File: src/bbr_pkg.sv
// Package for the single-bit alias remapper: window map, sizes, states.
// Assumes a 32-bit byte-addressed system bus on one clock.
package bbr_pkg;

	// ==========================================================
	// Window map
	localparam logic [31:0] BBR_SRAM_BIT_BASE   = 32'h2000_0000;
	localparam logic [31:0] BBR_SRAM_ALIAS_BASE = 32'h2200_0000;
	localparam logic [31:0] BBR_PERI_BIT_BASE   = 32'h4000_0000;
	localparam logic [31:0] BBR_PERI_ALIAS_BASE = 32'h4200_0000;
	localparam logic [31:0] BBR_BIT_WIN_SIZE    = 32'h0010_0000;
	localparam logic [31:0] BBR_ALIAS_WIN_SIZE  = 32'h0200_0000;

	// ==========================================================
	// Field positions inside an alias offset
	localparam int BBR_BITNUM_LSB  = 2;
	localparam int BBR_BYTEOFS_LSB = 5;
	localparam int BBR_BYTEOFS_W   = 20;

	// ==========================================================
	// Transfer sizes on the bus
	localparam logic [1:0] BBR_SIZE_BYTE = 2'h0;
	localparam logic [1:0] BBR_SIZE_HALF = 2'h1;
	localparam logic [1:0] BBR_SIZE_WORD = 2'h2;

	// ==========================================================
	// Reset values
	localparam logic [31:0] BBR_ZERO32 = 32'h0000_0000;

	// ==========================================================
	// Sequencer states
	typedef enum logic [1:0] {
		BBR_IDLE,
		BBR_PASS,
		BBR_RD,
		BBR_WR
	} bbr_state_t;

endpackage

File: src/bbr_decode.sv
// Alias window decoder: tells whether an address lies in one alias window
// and yields the target byte address and bit number.
// Assumes a purely combinational use by the remapper.
`timescale 1ns/1ps
`default_nettype none
module bbr_decode (
	input  wire logic [31:0] addr_in,
	input  wire logic [31:0] alias_base_in,
	input  wire logic [31:0] bit_base_in,
	output logic             hit_out,
	output logic [31:0]      byte_addr_out,
	output logic [2:0]       bit_num_out
);
	import bbr_pkg::*;

	logic [31:0] ofs;

	always_comb begin
		ofs           = addr_in - alias_base_in;
		hit_out       = (addr_in >= alias_base_in) && (ofs < BBR_ALIAS_WIN_SIZE);
		// Offset = byte*32 + bit*4
		bit_num_out   = ofs[BBR_BITNUM_LSB +: 3];
		byte_addr_out = bit_base_in + {12'h000, ofs[BBR_BYTEOFS_LSB +: BBR_BYTEOFS_W]};
	end

endmodule
`default_nettype wire

File: src/bbr_remap.sv
// Single-bit alias remapper sitting between core and system bus.
// Assumes the core holds its request until accepted (ready) and the bus
// answers one access at a time with bus_done_in; ordinary accesses pass.
`timescale 1ns/1ps
`default_nettype none

// Overview of operation
// - Alias feature selectable by a parameter
// - Two 1MB target bit windows
// - Two 32MB alias windows, paired
// - Alias data access uses target byte address
// - Alias offset is byte*32 plus bit*4
// - Bit number 0..7 from word index
// - Alias read returns target bit in LSB
// - Alias read yields only 0x01 or 0x00
// - Alias write is atomic read-modify-write
// - Write data bit 0 sets or clears
// - Write data bits 31..1 ignored
// - Core stalls only on overlapping bus access
// - Direct bit window accesses pass unchanged
// - Instruction fetches never remapped
// - Unaligned alias accesses pass unchanged, at their own size and address
// - No exclusive access in bit windows
module bbr_remap #(
	parameter bit ALIAS_EN = 1'b1
) (
	input  wire logic              clock_in,
	input  wire logic              reset_n_in,
	// Core side
	input  wire logic              core_req_in,
	input  wire logic              core_write_in,
	input  wire logic              core_instr_in,
	input  wire logic              core_unaligned_in,
	input  wire logic              core_excl_in,
	input  wire logic [1:0]        core_size_in,
	input  wire logic [31:0]       core_addr_in,
	input  wire logic [31:0]       core_wdata_in,
	output logic                   core_ready_out,
	output logic                   core_done_out,
	output logic                   core_excl_fail_out,
	output logic [31:0]            core_rdata_out,
	// System bus side
	output logic                   bus_req_out,
	output logic                   bus_write_out,
	output logic                   bus_lock_out,
	output logic [1:0]             bus_size_out,
	output logic [31:0]            bus_addr_out,
	output logic [31:0]            bus_wdata_out,
	input  wire logic              bus_done_in,
	input  wire logic [31:0]       bus_rdata_in
);
	import bbr_pkg::*;

	typedef struct packed {
		bbr_state_t  state;
		logic        req;
		logic        write;
		logic        lock;
		logic [1:0]  size;
		logic [31:0] addr;
		logic [31:0] wdata;
		logic        is_alias;
		logic [2:0]  bit_num;
		logic        new_bit;
		logic        done;
		logic        excl_fail;
		logic [31:0] rdata;
	} bbr_regs_t;

	bbr_regs_t r;
	bbr_regs_t next_r;

	logic        sram_hit;
	logic        peri_hit;
	logic [31:0] sram_byte;
	logic [31:0] peri_byte;
	logic [2:0]  sram_bit;
	logic [2:0]  peri_bit;
	logic        alias_op;
	logic        in_bitwin;
	logic [31:0] tgt_byte;
	logic [2:0]  tgt_bit;
	logic [7:0]  rd_byte;
	logic [7:0]  mod_byte;

	// ==========================================================
	// Window decode
	bbr_decode u_sram (
		.addr_in       (core_addr_in),
		.alias_base_in (BBR_SRAM_ALIAS_BASE),
		.bit_base_in   (BBR_SRAM_BIT_BASE),
		.hit_out       (sram_hit),
		.byte_addr_out (sram_byte),
		.bit_num_out   (sram_bit)
	);

	bbr_decode u_peri (
		.addr_in       (core_addr_in),
		.alias_base_in (BBR_PERI_ALIAS_BASE),
		.bit_base_in   (BBR_PERI_BIT_BASE),
		.hit_out       (peri_hit),
		.byte_addr_out (peri_byte),
		.bit_num_out   (peri_bit)
	);

	always_comb begin
		// Only aligned word data accesses get a bit operation
		alias_op  = ALIAS_EN && (sram_hit || peri_hit) && !core_instr_in
			&& !core_unaligned_in && (core_size_in == BBR_SIZE_WORD)
			&& (core_addr_in[1:0] == 2'h0);
		tgt_byte  = sram_hit ? sram_byte : peri_byte;
		tgt_bit   = sram_hit ? sram_bit : peri_bit;
		in_bitwin = ((core_addr_in - BBR_SRAM_BIT_BASE) < BBR_BIT_WIN_SIZE)
			|| ((core_addr_in - BBR_PERI_BIT_BASE) < BBR_BIT_WIN_SIZE);
		rd_byte   = bus_rdata_in[8 * r.addr[1:0] +: 8];
		mod_byte  = rd_byte;
		mod_byte[r.bit_num] = r.new_bit;
	end

	// Ready only while no access is outstanding: a new access waits
	assign core_ready_out = (r.state == BBR_IDLE);

	// ==========================================================
	// Transfer sequencer
	always_comb begin
		next_r      = r;
		next_r.done = 1'b0;
		next_r.excl_fail = 1'b0;
		case (r.state)
			BBR_IDLE: begin
				if (core_req_in && core_excl_in && (alias_op || in_bitwin)) begin
					// Exclusives unsupported here: fail with no bus access
					next_r.done      = 1'b1;
					next_r.excl_fail = 1'b1;
					next_r.rdata     = BBR_ZERO32;
				end else if (core_req_in && alias_op) begin
					next_r.req      = 1'b1;
					next_r.write    = 1'b0;
					next_r.size     = BBR_SIZE_BYTE;
					next_r.addr     = tgt_byte;
					next_r.bit_num  = tgt_bit;
					next_r.new_bit  = core_wdata_in[0];
					next_r.is_alias = core_write_in;
					next_r.lock     = core_write_in;
					next_r.state    = BBR_RD;
				end else if (core_req_in) begin
					next_r.req      = 1'b1;
					next_r.write    = core_write_in;
					next_r.size     = core_size_in;
					next_r.addr     = core_addr_in;
					next_r.wdata    = core_wdata_in;
					next_r.lock     = 1'b0;
					next_r.state    = BBR_PASS;
				end
			end
			BBR_PASS: begin
				if (bus_done_in) begin
					next_r.req   = 1'b0;
					next_r.done  = 1'b1;
					next_r.rdata = bus_rdata_in;
					next_r.state = BBR_IDLE;
				end
			end
			BBR_RD: begin
				if (bus_done_in) begin
					if (r.is_alias) begin
						// Write back in the same locked sequence
						next_r.write = 1'b1;
						next_r.wdata = {4{mod_byte}};
						next_r.state = BBR_WR;
					end else begin
						next_r.req   = 1'b0;
						next_r.done  = 1'b1;
						next_r.rdata = {31'h0000_0000, rd_byte[r.bit_num]};
						next_r.state = BBR_IDLE;
					end
				end
			end
			BBR_WR: begin
				if (bus_done_in) begin
					next_r.req   = 1'b0;
					next_r.lock  = 1'b0;
					next_r.done  = 1'b1;
					next_r.rdata = BBR_ZERO32;
					next_r.state = BBR_IDLE;
				end
			end
			default: next_r.state = BBR_IDLE;
		endcase
	end

	always_ff @(posedge clock_in or negedge reset_n_in) begin
		if (!reset_n_in) begin
			r <= '0;
		end else begin
			r <= next_r;
		end
	end

	assign bus_req_out        = r.req;
	assign bus_write_out      = r.write;
	assign bus_lock_out       = r.lock;
	assign bus_size_out       = r.size;
	assign bus_addr_out       = r.addr;
	assign bus_wdata_out      = r.wdata;
	assign core_done_out      = r.done;
	assign core_excl_fail_out = r.excl_fail;
	assign core_rdata_out     = r.rdata;

	// ==========================================================
	// Checks
	a_rd_lsb_only: assert property (@(posedge clock_in) disable iff (!reset_n_in)
		(r.state == BBR_RD && bus_done_in && !r.is_alias) |=> (core_rdata_out[31:1] == 31'h0))
		else $error("alias read result has upper bits set");
	a_rmw_to_write: assert property (@(posedge clock_in) disable iff (!reset_n_in)
		(r.state == BBR_RD && bus_done_in && r.is_alias) |=> (bus_write_out && bus_lock_out))
		else $error("alias write did not follow with locked write");
	a_lock_held: assert property (@(posedge clock_in) disable iff (!reset_n_in)
		(r.state == BBR_WR) |-> bus_lock_out)
		else $error("bus lock dropped during write phase");
	a_byte_target: assert property (@(posedge clock_in) disable iff (!reset_n_in)
		(r.state == BBR_IDLE && core_req_in && alias_op && !core_excl_in)
		|=> (bus_size_out == BBR_SIZE_BYTE && bus_addr_out == $past(tgt_byte)))
		else $error("alias access not sent to target byte");
	a_pass_addr: assert property (@(posedge clock_in) disable iff (!reset_n_in)
		(r.state == BBR_IDLE && core_req_in && !alias_op && !core_excl_in)
		|=> (bus_addr_out == $past(core_addr_in) && !bus_lock_out))
		else $error("plain access was altered");
	a_fetch_plain: assert property (@(posedge clock_in) disable iff (!reset_n_in)
		(r.state == BBR_IDLE && core_req_in && core_instr_in && !core_excl_in)
		|=> (bus_req_out && bus_addr_out == $past(core_addr_in)
			&& bus_size_out == $past(core_size_in)))
		else $error("instruction fetch was remapped");
	a_wbit_taken: assert property (@(posedge clock_in) disable iff (!reset_n_in)
		(r.state == BBR_WR) |-> (bus_wdata_out[8 * r.addr[1:0] + r.bit_num] == r.new_bit))
		else $error("written bit does not match data bit 0");
	a_stall_busy: assert property (@(posedge clock_in) disable iff (!reset_n_in)
		(!core_ready_out) |-> bus_req_out)
		else $error("core stalled with no bus access in progress");

endmodule
`default_nettype wire

File: config.mk
export PLATFORM = sky130hd
export DESIGN_NAME = bbr_remap
export DESIGN_NICKNAME = d
export VERILOG_FILES = /design/src/bbr_pkg.sv /design/src/bbr_decode.sv /design/src/bbr_remap.sv
export SDC_FILE = /design/constraint.sdc
export NUM_CORES = 1
export LEC_CHECK = 0
export BUFFER_PORTS_ARGS = -buffer_cell sky130_fd_sc_hd__buf_2
export CELL_PAD_IN_SITES_DETAIL_PLACEMENT = 1
export CELL_PAD_IN_SITES_GLOBAL_PLACEMENT = 1
export CORE_MARGIN = 2
export CORE_UTILIZATION = 43
export DETAILED_ROUTE_END_ITERATION = 7
export GPL_ROUTABILITY_DRIVEN = 0
export PLACE_DENSITY_LB_ADDON = 0.1
export SYNTH_ARGS = -nofsm -noshare
export SYNTH_HDL_FRONTEND = slang
export SYNTH_SLANG_ARGS = --single-unit
export TNS_END_PERCENT = 20
File: constraint.sdc
create_clock -name clock_in -period 4.5 [get_ports clock_in]
set_clock_uncertainty 0.2 [all_clocks]
set_input_delay 0.9 -clock clock_in [delete_from_list [all_inputs] [get_ports clock_in]]
set_output_delay 0.9 -clock clock_in [all_outputs]
set_load 0.03 [all_outputs]
==> impl_summary.md, run 1 <==
Status
The run finished with clean final reports.

Cells and area
The share of post-route cells with drive strength above 1 is 35.5%. 0 antenna diodes ended up in the layout. The final instance count without filler cells is 1053. The final-layout fill cell count is 1939. The layout net count is 939. The area growth from synthesis to layout is 10.7%.

Setup path
The worst stage delay on the critical path is 0.89 ns. The setup check on the worst reg-to-reg path leaves a slack of 1.49 ns. The sort of element at the start of the critical path is a primary input. The kind of critical path is in -> reg. The cell family contributing the most delay on the critical path is simple AND/OR/NAND/NOR gates. The logic depth of the worst setup path including buffers is 9. The slowest library cell on the worst path is or3_1. The worst endpoint data arrival time is 3.61 ns. The worst register-to-register path begins at bus_addr_out[0]. The depth of the most critical reg-to-reg path is 4. The signal on the critical path passes through buf_2 -> inv_1 -> ha_1 -> or3b_1 -> a21oi_4 -> xnor2_1 -> a21oi_1 -> or3_1 -> a32oi_1. The top fanout value on the critical path is 32. For the worst setup path, the data required time is 4.46 ns. The buffer and inverter count on the worst path is 2. STA classifies the critical path endpoint as a register. In this run the critical register-to-register path is captured at bus_wdata_out[23].

Route
The first-iteration detailed-routing DRC count is 304. The via-per-instance ratio is 5.66. The wire length per cell is 19.9 µm. The total detailed-routing wirelength is 21.0 mm.

The count of nets left with antenna violations once routing finished came out at 0. The remaining design rule violation count is 0. Summing over every cut layer, the via total after detailed routing is 5955. The first detailed-routing pass took 4 iterations.

Yosys
The synthesized netlist contains 56 unique library cells. The cell taking the most area after synthesis is dfrtp_1. The cell area that synthesis handed to floorplanning was 7180 µm². The commonest cells after synthesis are dfrtp_1, buf_4, inv_1. Counting flops and latches in the post-synthesis netlist gives 110. Counting every net in the synthesized netlist gives 855. The most used standard cell by instance count after synthesis is dfrtp_1.

The mean post-synth cell area is 9.65 µm². For this run, the number of Yosys warnings is 0. The share of synthesized flip-flops with an asynchronous set or reset is 100%. Of the synthesized area, sequential elements account for 38.3%. Among all flip-flop cells after synthesis, the most frequent one is dfrtp_1. Counting flops with a built-in enable in the synthesized netlist gives 0. Synthesis handed over a netlist of 744 instances. The area share of the leading cell type in the synthesized netlist is 38.3%. By area the synthesized netlist is led by dfrtp_1, buf_4, mux2i_1.

Clock tree
The number of sinks on the clock net is 110. At the later pin of the worst-skew pair, clock insertion delay measures 0.35 ns. TritonCTS built the clock tree.

The tree is rooted in a clkbuf_16. Buffers inserted during clock tree synthesis total 9. No sink is reached through more buffers than the 2 on the longest clock path.

Post-CTS timing repair inserted 0 buffers for setup. The number of instances resized during post-cts repair is 0. For this design, the CTS-stage hold fixing added 0 buffers. The H-tree generated during clock tree synthesis spans 3 levels. The clock-pin transition on the worst setup and hold timing paths is 0.08 ns.

Place
The number of placed instances, taps included, is 1037. The number of I/O port buffers is 209. OpenSTA, run right after detailed placement, puts the worst setup slack at 0.435 ns.

Detailed placement finished with a half-perimeter wire length of 15.1 mm.

GRT
The wire length of the first global-routing pass is 33.7 mm. The number of antenna violations at the first check in global routing came to 0. The via count of the first global-routing pass was 6238. The global routing usage summed across all routing layers is 23.8%. Summed over all layers, the global routing overflow is 0. Entering global routing, the biggest net connects 69 pins.

STA
The worst relative slew slack is 21.7%. The pin slew with the least headroom to its limit is 1.17 ns. Setup repair after global routing left no endpoint under its margin. The count of endpoints failing hold in the final timing report came to 0.

Setup violations remaining at the end of the flow were counted as 0. The final-layout worst hold slack is 0.286 ns. Derived from the worst setup path, the maximum achievable clock frequency is 274 MHz. After layout, the minimum clock period comes to 3.64 ns.

The post-route worst setup slack is 0.855 ns. The max-slew violation count is 0. The final critical path takes up 81.0% of the cycle. The setup TNS is 0 ns.

Flow run
Max-cap violations in this run came to 0.

Power
Summed over all cells, the static leakage comes to 3.67 nW. The power density of the placed cells is 449 nW/µm². Power comes to 3.57 mW. The peak supply drop is 0.000208 V.

Hold path
The startpoint identified for the worst hold timing path is core_rdata_out[0]. The type of the worst min-delay path is reg -> reg. Along the worst hold path, the cell count comes to 1. The endpoint of the worst hold path is core_rdata_out[0].

Floorplan
The die is 133 µm tall. During I/O placement, the number of pins put on the boundary was 210. The region available for standard cell placement spans 16500 µm².

The initial core utilization is 43.6%. The die is 133 µm wide. The die outline area is 17800 µm². The initialized floorplan defines 47 standard-cell rows.
==> state kept, by name, summed over array words and instances (netlist names) <==
| register | flops |
|---|---|
| bus_wdata_out | 32 |
| bus_addr_out | 32 |
| core_excl_fail_out | 1 |
| core_rdata_out | 32 |
| bus_write_out | 1 |
| r | 7 |
| bus_req_out | 1 |
| bus_size_out | 2 |
| bus_lock_out | 1 |
| core_done_out | 1 |
==> stage by stage <==
step / utilization (%) / instance area, µm²
finish: 48.3 / 7950
global route: 48.3 / 7950
CTS: 48.3 / 7950
detailed placement: 46.5 / 7650
global placement: 46.5 / 7650
floorplan: - / 7180
==> kinds of logic (layout without fill, tap and decap cells) <==
group	count (synthesis)	after routing	synth area share (%)
adders and majority gates	5	5	0.871
and+or+nand+nor	128	128	8.89
AOI/OAI and AO/OA	174	174	18.2
muxes	88	88	14.8
xor gates and xnor gates	3	3	0.627
buffers and inverters	236	325	18.3
DFF	110	110	38.3
==> power breakdown <==
part / switching [mW] / total [mW] / internal [mW]
registers: 0.151 / 1.36 / 1.21
clock network: 0.389 / 0.826 / 0.437
logic: 0.917 / 1.38 / 0.463
==> layout by cell type (no fill, tap or decap), drive strengths merged, types with 2 or more instances in the layout <==
| cell type | synthesis | final |
|---|---|---|
| nor3 | 23 | 23 |
| mux2 | 37 | 37 |
| nand4 | 3 | 3 |
| o211ai | 32 | 32 |
| or3 | 2 | 2 |
| nor2b | 2 | 2 |
| mux4 | 9 | 9 |
| o31ai | 3 | 3 |
| clkinv | 0 | 4 |
| nor3b | 4 | 4 |
| o21a | 3 | 3 |
| o21ai | 53 | 53 |
| mux2i | 42 | 42 |
| a211oi | 12 | 12 |
| a32oi | 32 | 32 |
| ha | 5 | 5 |
| xnor2 | 2 | 2 |
| a41o | 2 | 2 |
| or4 | 2 | 2 |
| nand3 | 20 | 20 |
| dfrtp | 110 | 110 |
| nor2 | 15 | 15 |
| and2 | 2 | 2 |
| nand2 | 41 | 41 |
| nand2b | 3 | 3 |
| a311o | 19 | 19 |
| clkbuf | 38 | 10 |
| inv | 81 | 81 |
| nand3b | 5 | 5 |
| and4 | 2 | 2 |
| a211o | 2 | 2 |
| buf | 117 | 228 |
| a21oi | 10 | 10 |
==> metal layers <==
metal | up-vias | track usage, % | part of all wire (%) | routed length (µm)
met2 | 206 | 38.3 | 47 | 9960
met3 | 40 | 4.57 | 6.0 | 1250
met5 | - | 0 | 0 | 0
met1 | 2990 | 32.0 | 44 | 9190
met4 | 0 | 9.52 | 2.8 | 594
li1 | 2719 | - | - | -
==> how the worst max path moves through the flow <==
stage                                 from           endpoint  slack, ns
final                     core_addr_in[25]   bus_wdata_out[3]       0.86
after global routing      core_addr_in[26]  bus_wdata_out[22]       0.57
after CTS                 core_addr_in[25]  bus_wdata_out[12]       0.81
after detailed placement  core_addr_in[25]   bus_wdata_out[8]       0.43
after global placement    core_addr_in[25]  bus_wdata_out[28]       0.67
after floorplan           core_addr_in[25]   bus_addr_out[18]       1.12
==> final cells by class <==
cell class,count,area [µm²],share of cell area [%]
clock buffer,10,229,2.88
tap,220,275,3.46
clock inverter,6,72.6,0.913
inverter,81,304,3.82
timing repair buffer,228,1190,15.0
multi-input combinational,398,3130,39.3
sequential,110,2750,34.6
==> worst reg2reg max path, stage by stage (launching register included) <==
cell and delay (ns):
dfrtp_1 0.76, mux4_2 0.65, mux2_2 0.30, a211oi_1 0.70, a32oi_1 0.22
Power figures use the tool's default switching activity.
==> run 2, diff against run 1 <==
- CORE_UTILIZATION: 43 -> 36
- clock period: 4.5 -> 3 ns (I/O delays scaled with it)
==> run 2 against run 1 <==
  * Sequential power is 50% higher
  * Wire length increased by 6.4%
  * Clock power increased by 45%
  * Critical endpoint is now bus_wdata_out[15]
  * Utilization is 5.7 points lower
  * Critical path depth decreased by 1
==> impl_summary.md, run 2 (synthesized netlist as in run 1, its figures left out) <==
Cells and area
The final-layout fill cell count is 2280 (was 1939). The count of inserted antenna diode cells came to 0 (unchanged). The final cell utilization of the core is 42.6% (was 48.3%).

Commonest non-fill, non-tap cells in the layout: buf_2, dfrtp_1, inv_1 (unchanged). The leading cell type in the layout, fill and taps excluded was buf_2 (unchanged). The area growth from synthesis to layout is 15.8% (was 10.7%). The final instance area is 8310 µm² (was 7950 µm²).

The layout net count is 965 (was 939). The final instance count without filler cells came to 1124 (was 1053). The share of post-route cells with drive strength above 1 is 37.8% (was 35.5%).

Floorplan
The number of cell rows is 51 (was 47). The die boundary width is 145 µm (was 133 µm). The I/O pin count is 210 (unchanged). The die outline area was 21100 µm² (was 17800 µm²). The initial core utilization came to 36.8% (was 43.6%). The die boundary height is 145 µm (was 133 µm). The placeable core region is 19500 µm² (was 16500 µm²).

Route
The first-iteration detailed-routing DRC count came to 357 (was 304). The total detailed-routing wirelength is 22.3 mm (was 21.0 mm). The via-per-instance ratio is 5.28 (was 5.66).

The number of routed nets with antenna violations is 0 (unchanged). The wire length per cell is 19.9 µm (about the same). The via total after detailed routing is 5939 (was 5955).

The first-pass iteration count of the detailed router is 4 (unchanged). The remaining design rule violation count is 0 (unchanged).

GRT
The remaining global-route overflow is 0 (unchanged). The global routing usage summed across all routing layers is 21.5% (was 23.8%). The wire length of the first global-routing pass is 36.4 mm (was 33.7 mm).

The largest net degree at the start of global routing was 51 (was 69). The via count of the first global-routing pass is 6353 (was 6238). The number of antenna violations at the first check in global routing came to 0 (unchanged).

Place
The number of I/O port buffers is 209 (unchanged). The cell area reported after detailed placement is 8020 µm² (was 7650 µm²). The cell total after placement is 1107 (was 1037). The post-placement worst setup slack is -0.239 ns (was 0.435 ns). The half-perimeter wire length after detailed placement is 16.5 mm (was 15.1 mm).

Setup path
The nature of the critical path endpoint is a register (unchanged). The worst stage delay on the critical path is 0.75 ns (was 0.89 ns). The data required time of the worst path came to 2.99 ns (was 4.46 ns). The slowest library cell on the worst path was a211oi_1 (was or3_1). The sort of element at the start of the critical path is a primary input (unchanged). The worst endpoint data arrival time is 2.79 ns (was 3.61 ns).

The worst-case register-to-register setup slack was 0.25 ns (was 1.49 ns). The timing startpoint of the critical path is core_addr_in[29] (was core_addr_in[25]). The kind of critical path is in -> reg (unchanged). Cell-by-cell trace of the critical path: buf_2 -> inv_1 -> ha_1 -> and4_1 -> o211a_1 -> o21a_1 -> a211oi_1 -> a32oi_1 (was buf_2 -> inv_1 -> ha_1 -> or3b_1 -> a21oi_4 -> xnor2_1 -> a21oi_1 -> or3_1 -> a32oi_1). The beginning of the worst register-to-register path is bus_addr_out[1] (was bus_addr_out[0]). The top fanout value on the critical path is 10 (was 32).

Power
The clock share of power is 22.3% (was 23.1%). The proportion of power drawn by flip-flops and latches is 37.8% (was 38.2%). The cell-internal power was 3.14 mW (was 2.11 mW). The relative contribution of combinational cells to total power came to 39.9% (was 38.7%). The fraction of power spent switching nets is 41.7% (was 40.8%). The peak supply drop came to 0.000285 V (was 0.000208 V). The power density of the placed cells was 648 nW/µm² (was 449 nW/µm²). The cell leakage power is 3.84 nW (was 3.67 nW).

The net switching power came to 2.25 mW (was 1.46 mW). The total power consumption of the routed design came to 5.39 mW (was 3.57 mW).

Clock tree
The depth of the CTS H-tree is 3 (unchanged). The clock-pin transition on the worst setup and hold timing paths is 0.08 ns (about the same). The number of sinks on the clock net is 110 (unchanged). The clock latency on the worst-skew pair is 0.36 ns (was 0.35 ns). The clock buffer count from CTS came to 9 (unchanged).

The TritonCTS clock tree was yes (unchanged). The buffer cell driving the clock tree root is clkbuf_16 (unchanged). The post-CTS setup buffer count is 0 (unchanged). The maximum buffer depth of the clock tree is 2 (unchanged).

STA
The worst relative slew slack came to 42.5% (was 21.7%). The total of endpoints with negative setup slack in the final report is 0 (unchanged). The time the final worst path needs with I/O delays and setup is 2.80 ns. The post-route worst setup slack is 0.203 ns (was 0.855 ns).

The count of endpoints failing hold in the final timing report is 0 (unchanged). Static timing analysis puts the maximum clock frequency at 358 MHz. The max-slew violation count is 0 (unchanged).

Unrepaired setup endpoints after global routing: no (unchanged). The ratio of final minimum period to clock period is 93.2%. The final-layout worst hold slack is 0.287 ns (was 0.286 ns). The pin slew with the least headroom to its limit is 0.857 ns (was 1.17 ns). The setup TNS is 0 ns (unchanged).

Status
Outcome: finished, final reports clean (unchanged).

Hold path
The type of the worst min-delay path is in -> reg (was reg -> reg). The hold path startpoint is bus_rdata_in[31] (was core_rdata_out[0]).

Flow run
The number of violations of the max-capacitance limit came to 0 (unchanged).
## run 2: cell type report
class                      instances  area (µm²)  share of cell area, %
clock inverter                     7        57.6                  0.692
inverter                          81         304                   3.66
multi-input combinational        398        3140                   37.8
sequential                       110        2750                   33.1
clock buffer                       9         225                   2.71
timing repair buffer             254        1500                   18.1
tap                              265         332                   3.99
## run 2: power by group through the flow
stage / clock [mW] / combinational (mW) / sequential [mW]
CTS: 1.24 / 2.18 / 2.05
global route: 1.31 / 2.31 / 2.09
floorplan: 0 / 1.90 / 2.00
finish: 1.20 / 2.15 / 2.04
detailed placement: 0 / 2.17 / 2.07
global placement: 0 / 2.14 / 2.05
## run 2: final timing paths
kind | endpoint | cells after the start
setup / recovery | bus_wdata_out[15] | 8
hold / removal | core_rdata_out[31] | 3
setup reg to reg | bus_wdata_out[15] | 4
hold reg to reg | core_rdata_out[0] | 1
max in group asynchronous | bus_addr_out[30] | 3
min in group asynchronous | bus_wdata_out[27] | 2
## run 2: layer usage
layer  GRT usage, %  vias up  wire, µm
li1               -     2762         -
met1           29.3     2983     10100
met2           34.6      176     10600
met3           4.53       18      1260
met4           5.78        0       312
met5              0        -         0
## run 2: worst max-delay path, delay by kind of cell
family | cells | cell delay [ns]
AOI/OAI and AO/OA | 4 | 1.54
and+or+nand+nor | 1 | 0.22
adders and majority gates | 1 | 0.30
buffers and inverters | 2 | 0.14
## run 2: what timing repair did
action | in CTS | in global routing
gates resized for setup | 0 | 1
hold buffers | 1 | 0
setup endpoints to repair | 0 | 25
hold endpoints to repair | 23 | 0
==> run 3, diff against run 2 <==
- CORE_ASPECT_RATIO: default -> 0.6
- CTS_BUF_LIST: default -> sky130_fd_sc_hd__clkbuf_16
==> run 3 against run 2 <==
  * Highest routed layer unchanged
  * Fmax decreased by 1.5%
  * Die area increased by 0.17%
  * Combinational power about the same
  * Largest cell class unchanged
==> impl_summary.md, run 3 (synthesized netlist as in run 1, its figures left out) <==
Power
The cell leakage power is 3.88 nW (was 3.84 nW). The peak supply drop is 0.000291 V (was 0.000285 V). The total power consumption of the routed design came to 5.47 mW (was 5.39 mW).

The power density of the placed cells is 652 nW/µm² (was 648 nW/µm²).

Cells and area
The final instance count without filler cells is 1130 (was 1124). The final cell utilization of the core came to 43.5% (was 42.6%). The area growth from synthesis to layout is 16.8% (was 15.8%). The layout net count came to 970 (was 965). The leading cell type in the layout, fill and taps excluded was buf_2 (unchanged). The final-layout fill cell count is 2183 (was 2280). Commonest non-fill, non-tap cells in the layout: buf_2, dfrtp_1, inv_1 (unchanged). The count of inserted antenna diode cells is 0 (unchanged). The share of post-route cells with drive strength above 1 was 38.1% (was 37.8%). The final instance area is 8390 µm² (was 8310 µm²).

Floorplan
The die boundary width is 186 µm (was 145 µm). The initial core utilization came to 37.3% (was 36.8%). The I/O pin count came to 210 (unchanged). The placeable core region is 19300 µm² (was 19500 µm²). The die outline area came to 21100 µm² (about the same). The die boundary height is 113 µm (was 145 µm). The number of cell rows is 39 (was 51).

GRT
The remaining global-route overflow came to 0 (unchanged). The global routing usage summed across all routing layers is 21.8% (was 21.5%). The largest net degree at the start of global routing was 47 (was 51). The via count of the first global-routing pass is 6258 (was 6353). The wire length of the first global-routing pass was 36.1 mm (was 36.4 mm). The number of antenna violations at the first check in global routing is 0 (unchanged).

Clock tree
The buffer cell driving the clock tree root is clkbuf_16 (unchanged). The maximum buffer depth of the clock tree was 2 (unchanged). The depth of the CTS H-tree was 3 (unchanged). The number of sinks on the clock net is 110 (unchanged). The clock latency on the worst-skew pair came to 0.36 ns (about the same). The number of instances resized during post-cts repair is 0 (unchanged). The clock buffer count from CTS is 9 (unchanged). The post-CTS setup buffer count is 0 (unchanged).

The clock-pin transition on the worst setup and hold timing paths came to 0.07 ns (was 0.08 ns). The number of buffers added to fix hold violations after cts was 0 (was 1). The TritonCTS clock tree was yes (unchanged).

Setup path
The buffer and inverter count on the worst path is 2 (unchanged). The sort of element at the start of the critical path was a primary input (unchanged). The top fanout value on the critical path is 6 (was 10). The timing startpoint of the critical path was core_addr_in[29] (unchanged). The kind of critical path is in -> reg (unchanged). The gate family responsible for the most delay along the worst path is compound AO/OA/AOI/OAI gates (unchanged). The worst endpoint data arrival time came to 2.83 ns (was 2.79 ns). The data required time of the worst path is 2.99 ns (about the same). The nature of the critical path endpoint was a register (unchanged). Cell-by-cell trace of the critical path: buf_2 -> inv_1 -> ha_1 -> and4_1 -> o211a_1 -> o21a_1 -> a211oi_1 -> a32oi_1 (unchanged).

The slowest library cell on the worst path is a211oi_1 (unchanged). The worst stage delay on the critical path is 0.81 ns (was 0.75 ns). The beginning of the worst register-to-register path is bus_addr_out[0] (was bus_addr_out[1]).

Route
The wire length per cell is 20.3 µm (was 19.9 µm). The number of routed nets with antenna violations is 0 (unchanged). The first-iteration detailed-routing DRC count is 324 (was 357). The total detailed-routing wirelength is 22.9 mm (was 22.3 mm). The via-per-instance ratio is 5.31 (was 5.28). The remaining design rule violation count is 0 (unchanged). The first-pass iteration count of the detailed router is 4 (unchanged). The via total after detailed routing is 6000 (was 5939).

Flow run
The number of violations of the max-capacitance limit is 0 (unchanged).

Place
The number of I/O port buffers was 209 (unchanged). The post-placement worst setup slack is -0.194 ns (was -0.239 ns). The cell total after placement is 1114 (was 1107). The half-perimeter wire length after detailed placement is 17.3 mm (was 16.5 mm). The cell area reported after detailed placement is 8090 µm² (was 8020 µm²).

STA
The time the final worst path needs with I/O delays and setup is 2.84 ns (was 2.80 ns). The total of endpoints with negative setup slack in the final report is 0 (unchanged). The post-route worst setup slack is 0.162 ns (was 0.203 ns). Unrepaired setup endpoints after global routing: no (unchanged). The ratio of final minimum period to clock period is 94.6% (was 93.2%). The pin slew with the least headroom to its limit is 0.941 ns (was 0.857 ns).

The worst relative slew slack is 36.9% (was 42.5%). The highest attainable clock frequency is 352 MHz (was 358 MHz). The count of endpoints failing hold in the final timing report was 0 (unchanged). The max-slew violation count is 0 (unchanged).

Hold path
The type of the worst min-delay path is in -> async (was in -> reg).

Status
Outcome: finished, final reports clean (unchanged).
-- run 3: cell types whose count changed in the layout (fill, tap and decap cells not counted) --
cell / previous run / this run
buf_4: 36 / 40
buf_12: 9 / 11
clkinv_4: 2 / 4
bufinv_16: 0 / 1
clkinv_2: 1 / 0
clkinvlp_4: 2 / 1
dlygate4sd3_1: 1 / 0
inv_1: 81 / 82
inv_6: 1 / 0
inv_8: 1 / 0
nor3_1: 22 / 23
nor3_2: 1 / 0
-- run 3: layout make-up --
| class | instances | area, µm² | area share (%) |
|---|---|---|---|
| Multi-Input combinational cell | 398 | 3140 | 37.4 |
| Sequential cell | 110 | 2750 | 32.8 |
| Timing Repair Buffer | 259 | 1560 | 18.6 |
| Tap cell | 266 | 333 | 3.97 |
| Inverter | 81 | 304 | 3.62 |
| Clock buffer | 9 | 225 | 2.68 |
| Clock inverter | 7 | 76.3 | 0.910 |
-- run 3: per-layer routing --
metal	part of all wire, %	global-route usage (%)
met1	49	30.9
met5	0	0
met3	5.1	4.31
met2	45	35.0
met4	0.85	4.16
-- run 3: power by group --
part | total [mW] | switching, mW | internal (mW)
clock network | 1.25 | 0.602 | 0.653
logic | 2.16 | 1.41 | 0.756
registers | 2.05 | 0.230 | 1.82
total | 5.47 | 2.24 | 3.23
-- run 3: final timing paths --
path                            slack [ns]            endpoint  cells after the start
worst max register to register        0.21    bus_wdata_out[9]                      4
max in group asynchronous             1.78  core_rdata_out[28]                      2
worst min-delay path                  0.07    bus_addr_out[31]                      1
worst max-delay path                  0.16    bus_wdata_out[9]                      8
worst min register to register        0.29         bus_req_out                      1
min in group clock_in                 0.29  core_rdata_out[12]                      3
-- run 3: metrics by stage --
step | hold WS, ns | setup TNS (ns)
2_1_floorplan | 0.104 | 0
3_3_place_gp | 0.276 | -6.31
3_5_place_dp | 0.283 | -10.96
4_1_cts | 0.102 | 0
5_1_grt | 0.125 | 0
6_report | 0.0733 | 0
